File: config.mk
export PLATFORM = sky130hd
export DESIGN_NAME = hppc_port
export DESIGN_NICKNAME = d
export VERILOG_FILES = /design/src/verilog/hppc_pkg.sv /design/src/verilog/hppc_sync.sv /design/src/verilog/hppc_port.sv
export SDC_FILE = /design/constraint.sdc
export NUM_CORES = 1
export LEC_CHECK = 0
export ABC_CLOCK_PERIOD_IN_PS = 5500
export BUFFER_PORTS_ARGS = -buffer_cell sky130_fd_sc_hd__buf_2
export CORE_UTILIZATION = 40
export DETAILED_ROUTE_END_ITERATION = 7
export GPL_TIMING_DRIVEN = 1
export MAX_ROUTING_LAYER = met4
export PLACE_DENSITY_LB_ADDON = 0.25
export SLEW_MARGIN = 0
export SYNTH_ARGS = -nofsm -noshare
export SYNTH_HDL_FRONTEND = slang
export SYNTH_SLANG_ARGS = --single-unit
File: constraint.sdc
create_clock -name clock -period 5.5 [get_ports clock]
set_input_delay 0.275 -clock clock [delete_from_list [all_inputs] [get_ports clock]]
set_output_delay 0.275 -clock clock [all_outputs]
set_load 0.05 [all_outputs]
File: src/verilog/hppc_pkg.sv
// Purpose: Shared constants and types for the host parallel port block
// Assumes: 250 MHz core clock, 8-bit host bus, 16-bit software port
// Notes:   Host register indices follow the classic UART layout
package hppc_pkg;
    localparam int HOST_DATA_W = 8;
    localparam int SW_DATA_W = 16;
    localparam int SW_ADDR_W = 4;
    localparam int EV_W = 4;

    // Host register indices (three address lines)
    localparam logic [2:0] HOST_IDX_DATA = 3'h0;
    localparam logic [2:0] HOST_IDX_INT_EN = 3'h1;
    localparam logic [2:0] HOST_IDX_INT_ID = 3'h2;
    localparam logic [2:0] HOST_IDX_LINE_CTRL = 3'h3;
    localparam logic [2:0] HOST_IDX_MODEM_CTRL = 3'h4;
    localparam logic [2:0] HOST_IDX_LINE_STAT = 3'h5;
    localparam logic [2:0] HOST_IDX_MODEM_STAT = 3'h6;
    localparam logic [2:0] HOST_IDX_SCRATCH = 3'h7;

    // Field positions
    localparam int LCR_DIV_ACCESS_BIT = 7;
    localparam int IEN_RX = 0;
    localparam int IEN_THRE = 1;
    localparam int IEN_ERR = 2;
    localparam int IEN_MS = 3;
    localparam int LS_READY = 0;
    localparam int LS_ERR_LSB = 1;
    localparam int LS_THR_EMPTY = 5;
    localparam int LS_TX_IDLE = 6;
    localparam int EV_TX_WRITE = 0;
    localparam int EV_RX_READ = 1;
    localparam int EV_CFG_WRITE = 2;
    localparam int EV_READY = 3;

    // Interrupt identification codes, highest priority first
    localparam logic [3:0] INT_ID_ERR = 4'h6;
    localparam logic [3:0] INT_ID_RX = 4'h4;
    localparam logic [3:0] INT_ID_THRE = 4'h2;
    localparam logic [3:0] INT_ID_MS = 4'h0;
    localparam logic [3:0] INT_ID_NONE = 4'h1;

    // Reset values
    localparam logic [15:0] DIVISOR_DEFAULT = 16'h000c;
    localparam logic [7:0] LINE_CTRL_RESET = 8'h03;
    localparam logic [14:0] PIN_IDLE = 15'h7800;

    // Software port word addresses
    localparam logic [3:0] SW_RX_DATA = 4'h0;
    localparam logic [3:0] SW_TX_DATA = 4'h1;
    localparam logic [3:0] SW_LINE_ERR = 4'h2;
    localparam logic [3:0] SW_MODEM_STAT = 4'h3;
    localparam logic [3:0] SW_HOST_CFG = 4'h4;
    localparam logic [3:0] SW_DIVISOR = 4'h5;
    localparam logic [3:0] SW_IRQ_STATUS = 4'h6;
    localparam logic [3:0] SW_IRQ_CLEAR = 4'h7;
    localparam logic [3:0] SW_IRQ_ENABLE = 4'h8;
    localparam logic [3:0] SW_PORT_STATUS = 4'h9;

    // Start-up delay
    localparam longint unsigned CLOCK_HZ = 64'd250_000_000;
    localparam longint unsigned READY_TIME_S = 64'd6;
    localparam longint unsigned READY_CYCLES = READY_TIME_S * CLOCK_HZ;

    typedef enum logic [1:0] {
        PORT_BOOT,
        PORT_IDLE,
        PORT_READ,
        PORT_WRITE
    } hppc_state_type;

    typedef enum logic [3:0] {
        T_DATA, T_DIV_LO, T_DIV_HI, T_INT_EN, T_INT_ID,
        T_LINE_CTRL, T_MODEM_CTRL, T_LINE_STAT, T_MODEM_STAT, T_SCRATCH
    } hppc_target_type;

    function automatic hppc_target_type hppc_decode(
        input logic [2:0] idx,
        input logic div_access
    );
        hppc_target_type t;
        t = T_SCRATCH;
        if (idx == HOST_IDX_DATA) begin
            t = div_access ? T_DIV_LO : T_DATA;
        end else if (idx == HOST_IDX_INT_EN) begin
            t = div_access ? T_DIV_HI : T_INT_EN;
        end else if (idx == HOST_IDX_INT_ID) begin
            t = T_INT_ID;
        end else if (idx == HOST_IDX_LINE_CTRL) begin
            t = T_LINE_CTRL;
        end else if (idx == HOST_IDX_MODEM_CTRL) begin
            t = T_MODEM_CTRL;
        end else if (idx == HOST_IDX_LINE_STAT) begin
            t = T_LINE_STAT;
        end else if (idx == HOST_IDX_MODEM_STAT) begin
            t = T_MODEM_STAT;
        end
        return t;
    endfunction
endpackage

File: src/verilog/hppc_sync.sv
// Purpose: Two-stage synchroniser for asynchronous host pins
// Assumes: Synchronous active-high reset, constant reset value
// Notes:   First stage feeds only the second stage
`timescale 1ns/100ps
`default_nettype none
module hppc_sync #(
    parameter int WIDTH = 1,
    parameter logic [WIDTH-1:0] RESET_VALUE = '0
) (
    input wire logic clock,
    input wire logic reset,
    input wire logic [WIDTH-1:0] async_in,
    output logic [WIDTH-1:0] sync_out
);
    logic [WIDTH-1:0] stage1_reg;
    logic [WIDTH-1:0] stage2_reg;

    always_ff @(posedge clock) begin
        if (reset) begin
            stage1_reg <= RESET_VALUE;
            stage2_reg <= RESET_VALUE;
        end else begin
            stage1_reg <= async_in;
            stage2_reg <= stage1_reg;
        end
    end

    assign sync_out = stage2_reg;
endmodule
`default_nettype wire

File: src/verilog/hppc_port.sv
// Purpose: Device end of an 8-bit asynchronous host port with UART map
// Assumes: Host strobes asynchronous to clock, 40 ns minimum pulses
// Notes:   Reset pin clears host side; software events are kept
// Contract
// - Reset pin clears logic, reloads stored configuration
// - Accept host commands only after start-up delay
// - Address lines pick target register per access
// - Divisor access bit redirects some addresses
// - Interrupt high on any enabled active source
// - Interrupt drops on matching service or reset
// - Write needs select low and write strobe
// - Strobes ignored unless device select low
// - Read drives addressed register onto bus
// - Third address line joins register selection
//
// Design decisions made here: the register offsets and the plain strobed port.
`timescale 1ns/100ps
`default_nettype none
module hppc_port #(
    parameter logic [31:0] READY_CYCLES_P = 32'(hppc_pkg::READY_CYCLES)
) (
    input wire logic clock,
    input wire logic reset,
    input wire logic reset_pin_n,
    input wire logic device_select_n,
    input wire logic host_rd_n,
    input wire logic host_wr_n,
    input wire logic host_addr_bit0,
    input wire logic host_addr_bit1,
    input wire logic host_addr_bit2,
    input wire logic [hppc_pkg::HOST_DATA_W-1:0] host_data_in,
    output logic [hppc_pkg::HOST_DATA_W-1:0] host_data_out,
    output logic host_data_oe,
    output logic host_int,
    output logic ready_for_commands,
    input wire logic nonvolatile_store_valid,
    input wire logic [15:0] nonvolatile_store_divisor,
    input wire logic [hppc_pkg::SW_ADDR_W-1:0] sw_addr,
    input wire logic [hppc_pkg::SW_DATA_W-1:0] sw_wdata,
    input wire logic sw_wr,
    input wire logic sw_rd,
    output logic [hppc_pkg::SW_DATA_W-1:0] sw_rdata,
    output logic sw_irq
);
    import hppc_pkg::*;

    logic [14:0] pins_sync;
    logic rst_pin_n_s, sel_n_s, rd_n_s, wr_n_s;
    logic [2:0] addr_s;
    logic [7:0] data_s;
    logic master_reset, sel_rd, sel_wr, write_commit, read_done;
    hppc_state_type state_reg;
    logic [31:0] boot_count_reg;
    logic [2:0] acc_addr_reg;
    logic [7:0] wr_data_reg;
    hppc_target_type acc_target;
    logic [7:0] rx_hold_reg, tx_hold_reg, scratch_reg, fifo_ctrl_reg;
    logic [7:0] line_ctrl_reg;
    logic [4:0] modem_ctrl_reg;
    logic [3:0] int_en_reg, modem_stat_reg, modem_delta_reg;
    logic [2:0] rx_err_reg;
    logic [15:0] divisor_reg;
    logic rx_avail_reg, tx_full_reg, thre_pend_reg;
    logic cond_err, cond_rx, cond_thre, cond_ms, int_any;
    logic [3:0] int_id;
    logic [7:0] read_value;
    logic [7:0] host_data_out_reg;
    logic host_data_oe_reg, host_int_reg, ready_reg;
    logic [EV_W-1:0] ev_status_reg, ev_enable_reg, ev_set;
    logic [15:0] sw_rdata_reg;
    logic sw_irq_reg;
    logic sw_tx_read, sw_rx_write, thre_set, thre_clr;

    // Reset pin joins the bus pins; any low of two clocks is seen
    hppc_sync #(.WIDTH(15), .RESET_VALUE(PIN_IDLE)) u_pin_sync (
        .clock(clock),
        .reset(reset),
        .async_in({reset_pin_n, device_select_n, host_rd_n, host_wr_n,
                   host_addr_bit2, host_addr_bit1, host_addr_bit0,
                   host_data_in}),
        .sync_out(pins_sync)
    );

    assign {rst_pin_n_s, sel_n_s, rd_n_s, wr_n_s, addr_s, data_s} =
        pins_sync;
    assign master_reset = reset || !rst_pin_n_s;
    assign sel_rd = !sel_n_s && !rd_n_s;
    assign sel_wr = !sel_n_s && !wr_n_s;
    assign write_commit = (state_reg == PORT_WRITE) && !sel_wr;
    assign read_done = (state_reg == PORT_READ) && !sel_rd;
    assign acc_target =
        hppc_decode(acc_addr_reg, line_ctrl_reg[LCR_DIV_ACCESS_BIT]);

    // Access sequencer; read wins if both strobes appear together
    always_ff @(posedge clock) begin
        if (master_reset) begin
            state_reg <= PORT_BOOT;
            boot_count_reg <= 32'h0000_0000;
        end else begin
            case (state_reg)
                PORT_BOOT: begin
                    boot_count_reg <= boot_count_reg + 32'h0000_0001;
                    if (boot_count_reg >= READY_CYCLES_P - 32'h0000_0001) begin
                        state_reg <= PORT_IDLE;
                    end
                end
                PORT_IDLE: begin
                    if (sel_rd) begin
                        state_reg <= PORT_READ;
                    end else if (sel_wr) begin
                        state_reg <= PORT_WRITE;
                    end
                end
                PORT_READ: begin
                    if (!sel_rd) begin
                        state_reg <= PORT_IDLE;
                    end
                end
                PORT_WRITE: begin
                    if (!sel_wr) begin
                        state_reg <= PORT_IDLE;
                    end
                end
                default: state_reg <= PORT_BOOT;
            endcase
        end
    end

    // Address and data latch as a strobe starts and follow the pins while a write strobe is held
    always_ff @(posedge clock) begin
        if (master_reset) begin
            acc_addr_reg <= 3'h0;
            wr_data_reg <= 8'h00;
        end else if (state_reg == PORT_IDLE && (sel_rd || sel_wr)) begin
            acc_addr_reg <= addr_s;
            wr_data_reg <= data_s;
        end else if (state_reg == PORT_WRITE && sel_wr) begin
            acc_addr_reg <= addr_s;
            wr_data_reg <= data_s;
        end
    end

    // Host-written configuration; divisor reloaded from store on reset
    always_ff @(posedge clock) begin
        if (master_reset) begin
            divisor_reg <= nonvolatile_store_valid ?
                nonvolatile_store_divisor : DIVISOR_DEFAULT;
            line_ctrl_reg <= LINE_CTRL_RESET;
            modem_ctrl_reg <= 5'h00;
            int_en_reg <= 4'h0;
            scratch_reg <= 8'h00;
            fifo_ctrl_reg <= 8'h00;
            tx_hold_reg <= 8'h00;
        end else if (write_commit) begin
            case (acc_target)
                T_DATA: tx_hold_reg <= wr_data_reg;
                T_DIV_LO: divisor_reg[7:0] <= wr_data_reg;
                T_DIV_HI: divisor_reg[15:8] <= wr_data_reg;
                T_INT_EN: int_en_reg <= wr_data_reg[3:0];
                T_INT_ID: fifo_ctrl_reg <= wr_data_reg;
                T_LINE_CTRL: line_ctrl_reg <= wr_data_reg;
                T_MODEM_CTRL: modem_ctrl_reg <= wr_data_reg[4:0];
                T_SCRATCH: scratch_reg <= wr_data_reg;
                default: scratch_reg <= scratch_reg;
            endcase
        end
    end

    assign sw_tx_read = sw_rd && sw_addr == SW_TX_DATA;
    assign sw_rx_write = sw_wr && sw_addr == SW_RX_DATA;

    // Receive side: set from software wins over a host read clear
    always_ff @(posedge clock) begin
        if (master_reset) begin
            rx_hold_reg <= 8'h00;
            rx_avail_reg <= 1'b0;
            rx_err_reg <= 3'h0;
        end else begin
            if (sw_rx_write) begin
                rx_hold_reg <= sw_wdata[7:0];
            end
            if (sw_rx_write) begin
                rx_avail_reg <= 1'b1;
            end else if (read_done && acc_target == T_DATA) begin
                rx_avail_reg <= 1'b0;
            end
            rx_err_reg <= ((read_done && acc_target == T_LINE_STAT) ?
                3'h0 : rx_err_reg)
                | {2'h0, sw_rx_write && rx_avail_reg}
                | ((sw_wr && sw_addr == SW_LINE_ERR) ? sw_wdata[2:0] : 3'h0);
        end
    end

    // Transmit holding and its empty flag
    assign thre_set = (sw_tx_read && tx_full_reg) ||
        (write_commit && acc_target == T_INT_EN &&
         wr_data_reg[IEN_THRE] && !int_en_reg[IEN_THRE] && !tx_full_reg);
    assign thre_clr = (write_commit && acc_target == T_DATA) ||
        (read_done && acc_target == T_INT_ID && int_id == INT_ID_THRE);

    always_ff @(posedge clock) begin
        if (master_reset) begin
            tx_full_reg <= 1'b0;
            thre_pend_reg <= 1'b1;
        end else begin
            if (write_commit && acc_target == T_DATA) begin
                tx_full_reg <= 1'b1;
            end else if (sw_tx_read) begin
                tx_full_reg <= 1'b0;
            end
            if (thre_set) begin
                thre_pend_reg <= 1'b1;
            end else if (thre_clr) begin
                thre_pend_reg <= 1'b0;
            end
        end
    end

    // Modem status changes latch until the host reads them
    always_ff @(posedge clock) begin
        if (master_reset) begin
            modem_stat_reg <= 4'h0;
            modem_delta_reg <= 4'h0;
        end else begin
            if (sw_wr && sw_addr == SW_MODEM_STAT) begin
                modem_stat_reg <= sw_wdata[3:0];
            end
            modem_delta_reg <= ((read_done && acc_target == T_MODEM_STAT) ?
                4'h0 : modem_delta_reg)
                | ((sw_wr && sw_addr == SW_MODEM_STAT) ?
                   (sw_wdata[3:0] ^ modem_stat_reg) : 4'h0);
        end
    end

    assign cond_err = int_en_reg[IEN_ERR] && |rx_err_reg;
    assign cond_rx = int_en_reg[IEN_RX] && rx_avail_reg;
    assign cond_thre = int_en_reg[IEN_THRE] && thre_pend_reg;
    assign cond_ms = int_en_reg[IEN_MS] && |modem_delta_reg;
    assign int_any = cond_err || cond_rx || cond_thre || cond_ms;

    always_comb begin
        int_id = INT_ID_NONE;
        if (cond_err) begin
            int_id = INT_ID_ERR;
        end else if (cond_rx) begin
            int_id = INT_ID_RX;
        end else if (cond_thre) begin
            int_id = INT_ID_THRE;
        end else if (cond_ms) begin
            int_id = INT_ID_MS;
        end
    end

    always_comb begin
        read_value = 8'h00;
        case (acc_target)
            T_DATA: read_value = rx_hold_reg;
            T_DIV_LO: read_value = divisor_reg[7:0];
            T_DIV_HI: read_value = divisor_reg[15:8];
            T_INT_EN: read_value = {4'h0, int_en_reg};
            T_INT_ID: read_value = {4'h0, int_id};
            T_LINE_CTRL: read_value = line_ctrl_reg;
            T_MODEM_CTRL: read_value = {3'h0, modem_ctrl_reg};
            T_LINE_STAT: begin
                read_value[LS_READY] = rx_avail_reg;
                read_value[LS_ERR_LSB +: 3] = rx_err_reg;
                read_value[LS_THR_EMPTY] = !tx_full_reg;
                read_value[LS_TX_IDLE] = !tx_full_reg;
            end
            T_MODEM_STAT: read_value = {modem_stat_reg, modem_delta_reg};
            T_SCRATCH: read_value = scratch_reg;
            default: read_value = 8'h00;
        endcase
    end

    // Host-facing outputs; bus is driven only during a selected read
    always_ff @(posedge clock) begin
        if (master_reset) begin
            host_data_out_reg <= 8'h00;
            host_data_oe_reg <= 1'b0;
            host_int_reg <= 1'b0;
            ready_reg <= 1'b0;
        end else begin
            host_data_out_reg <= read_value;
            host_data_oe_reg <= state_reg == PORT_READ && sel_rd;
            host_int_reg <= int_any;
            ready_reg <= state_reg != PORT_BOOT;
        end
    end

    // Software-side event flags; a new event beats a clear
    assign ev_set[EV_TX_WRITE] = write_commit && acc_target == T_DATA;
    assign ev_set[EV_RX_READ] = read_done && acc_target == T_DATA;
    assign ev_set[EV_CFG_WRITE] = write_commit && acc_target != T_DATA &&
        acc_target != T_SCRATCH;
    assign ev_set[EV_READY] = state_reg == PORT_BOOT &&
        boot_count_reg >= READY_CYCLES_P - 32'h0000_0001;

    always_ff @(posedge clock) begin
        if (reset) begin
            ev_status_reg <= 4'h0;
            ev_enable_reg <= 4'h0;
            sw_irq_reg <= 1'b0;
        end else begin
            ev_status_reg <= ev_set | (ev_status_reg &
                ~((sw_wr && sw_addr == SW_IRQ_CLEAR) ? sw_wdata[3:0] : 4'h0));
            if (sw_wr && sw_addr == SW_IRQ_ENABLE) begin
                ev_enable_reg <= sw_wdata[3:0];
            end
            sw_irq_reg <= |(ev_status_reg & ev_enable_reg);
        end
    end

    always_ff @(posedge clock) begin
        if (reset) begin
            sw_rdata_reg <= 16'h0000;
        end else if (!sw_rd) begin
            sw_rdata_reg <= 16'h0000;
        end else if (sw_addr == SW_RX_DATA) begin
            sw_rdata_reg <= {15'h0000, rx_avail_reg};
        end else if (sw_addr == SW_TX_DATA) begin
            sw_rdata_reg <= {7'h00, tx_full_reg, tx_hold_reg};
        end else if (sw_addr == SW_HOST_CFG) begin
            sw_rdata_reg <= {3'h0, modem_ctrl_reg, line_ctrl_reg};
        end else if (sw_addr == SW_DIVISOR) begin
            sw_rdata_reg <= divisor_reg;
        end else if (sw_addr == SW_IRQ_STATUS) begin
            sw_rdata_reg <= {12'h000, ev_status_reg};
        end else if (sw_addr == SW_IRQ_ENABLE) begin
            sw_rdata_reg <= {12'h000, ev_enable_reg};
        end else if (sw_addr == SW_PORT_STATUS) begin
            sw_rdata_reg <= {fifo_ctrl_reg, 3'h0, host_int_reg,
                             int_id[2:0], ready_reg};
        end else begin
            sw_rdata_reg <= 16'h0000;
        end
    end

    assign host_data_out = host_data_out_reg;
    assign host_data_oe = host_data_oe_reg;
    assign host_int = host_int_reg;
    assign ready_for_commands = ready_reg;
    assign sw_rdata = sw_rdata_reg;
    assign sw_irq = sw_irq_reg;
endmodule
`default_nettype wire

==> reports/results.ini <==
[place]
detailedPlace.worstSlack_ps=2800
dpl-instance-area_um2=8870
gp_congestion=0.860
hpwl_um=14900
io_buffer_count=75

[setup_path]
cp_max_fo=21
path_delay_family=compound AO/OA/AOI/OAI gates
cp_num_buf_inv=0
start_kind=register
crit_type=register to register
crit_path_top_delay_cell=o41ai_2
cp_slowest_stage_delay_ps=1020
cp.required_ps=5560
crit_path_cell_trace=nand2b_1 > o41ai_2
worst_ep_arrival_time_ps=2720
critPathCaptureType=register

[timing]
timing.final.ws_setup_ps=2840
fin_crit_ps=2660
setup_tns_ps=0
whs_ps=35.2
timing_hold_violations_final=0
period_share=0.484
maxSlewViolCount=0
fin_skew_ps=9.56
worst_pin_slew_ps=1110
rsz0062_at_grt=false
maxClockFrequency_ghz=0.375
setup_viol=0
slew_headroom=0.253

[pwr]
ir_drop_uv=204
p_per_area_nw_per_um2=300
leakage_nw=3.66

[synthesis]
synth_edf_count=16
ys_types=76
ys.flop_type=dfxtp_1
synthTopCellsByCount=dfxtp_1 (174), nor2_1 (99), nand2_1 (76)
synth_fa_ha_area_frac=0.00149
synthTopCellsByArea=dfxtp_1 (42%), mux2i_1 (8.8%), edfxtp_1 (5.7%)
synth.area.mux_share=0.0965
ys_ff_latch=190
synth_xor_area_frac=0.0146
synth_cells=893
synth_simple_gate_area_frac=0.222
synth_area_um2=8380
ys_seq_area_frac=0.473
synth_top_family_by_area=simple AND/OR/NAND/NOR gates
yosysMostFrequentCell=dfxtp_1
async_flop_share=0
synth_top_area_frac=0.416
yosysWarningCount=0
synth_top_area_cell=dfxtp_1
synth_compound_area_frac=0.151
synth_fp_nets=950
syn_area_per_cell_um2=9.38

[routing]
viasPerCell=5.50
finalWirelength_um=22000
drt_iter0_drc=596
post_drt_wl_per_cell_um=18.1
drc=0
dr.pass1.iters=5
drtAntennaViolNets=0
num_vias=6702

[floorplanning]
fp.dieW_um=147
ios=84
die_area_um2=21500
rows=52
core_area_um2=20400
die_h_um=147
initial_utilization=0.411

[cts]
post_cts_resized=0
htreeDepth=4
cts_buffer_depth=2
clk_pin_slew_worst_paths_ps=70
clkSinkCount=190
cts_setup_buffers=0
insertion_delay_ps=440
post_cts_hold_buffer_count=4
numCtsBuffers=17
cts_root_buf=clkbuf_16
cts_tree=yes

[global_routing]
overflow=0
grt_max_degree=91
antenna_found_initial=0
grt_pass1_wl_um=34900
grt_usage=0.216
grt_pass1_vias=6287

[layout]
diodes=0
synthToLayoutAreaGrowth_pct=13.8
drive_above_1_share=0.164
largest_register_ffs=32
utilization=0.468
fin_nets=993
fin_area_um2=9530
fillCellCount=1986

[job]
max-cap-violations=0

[worst_hold_path]
hp-class=input pin to register

[run_status]
outcome=complete, no violations

area by class of cell:
cell class / count / area (um2) / area share
inverters: 11 / 41.3 / 0.00433
flip-flops and latches: 190 / 3960 / 0.416
clock inverters: 15 / 196 / 0.0206
well taps: 270 / 338 / 0.0355
multi-input cells: 629 / 4090 / 0.429
repair buffers: 87 / 475 / 0.0499
clock buffers: 17 / 425 / 0.0446
cells in the final DEF (no fill, tap or decap), types with 10 or more instances in the layout:
cell type and n:
edfxtp_1 16, inv_1 10, clkbuf_16 17, o21ai_0 24, buf_2 75, o2bb2ai_1 10
nand4_1 14, xor2_1 12, a21oi_1 54, mux2i_1 74, dfxtp_1 174, nand3_1 22
nor2_1 99, nand2b_1 20, nand2_1 76, nor2b_1 32, a22o_1 14, a22oi_1 19
o31ai_1 10
final timing paths:
check,from,endpoint,slack [ps],cells past startpoint
max,line_ctrl_reg[7]$_SDFFE_PN0P_,divisor_reg[3]$_DFFE_PP_,2840,2
min,host_addr_bit2,u_pin_sync.stage1_reg[10]$_SDFF_PP0_,40,2
max reg2reg,line_ctrl_reg[7]$_SDFFE_PN0P_,divisor_reg[3]$_DFFE_PP_,2840,2
min reg2reg,u_pin_sync.stage1_reg[14]$_SDFF_PP1_,u_pin_sync.sync_out[14]$_SDFF_PP1_,420,1
metrics by stage:
stage               std cells  total power [mW]
global route             1219              2.95
CTS                      1219              2.88
floorplan                 893              1.54
detailed placement       1183              1.59
finish                   1219              2.86
global placement         1183              1.59
power by group:
| group | switching, mW | internal, mW |
|---|---|---|
| combinational | 0.0852 | 0.0466 |
| clock | 0.599 | 0.694 |
| sequential | 0.0135 | 1.42 |
| total | 0.697 | 2.16 |
per-layer routing:
layer,global-route usage,vias to the layer above,share of wire
li1,-,3311,-
met4,0.0688,0,0.014
met3,0.0373,24,0.056
met1,0.290,3151,0.47
met2,0.330,216,0.46
met5,-,-,0
cell families (layout without fill, tap and decap cells):
family	Yosys count	in the layout
mux	80	80
flops	190	190
buf+inv	74	130
xor+xnor	14	14
simple gates	349	349
fa+ha+maj	1	1
compound gates	185	185
Power figures use the tool's default switching activity.
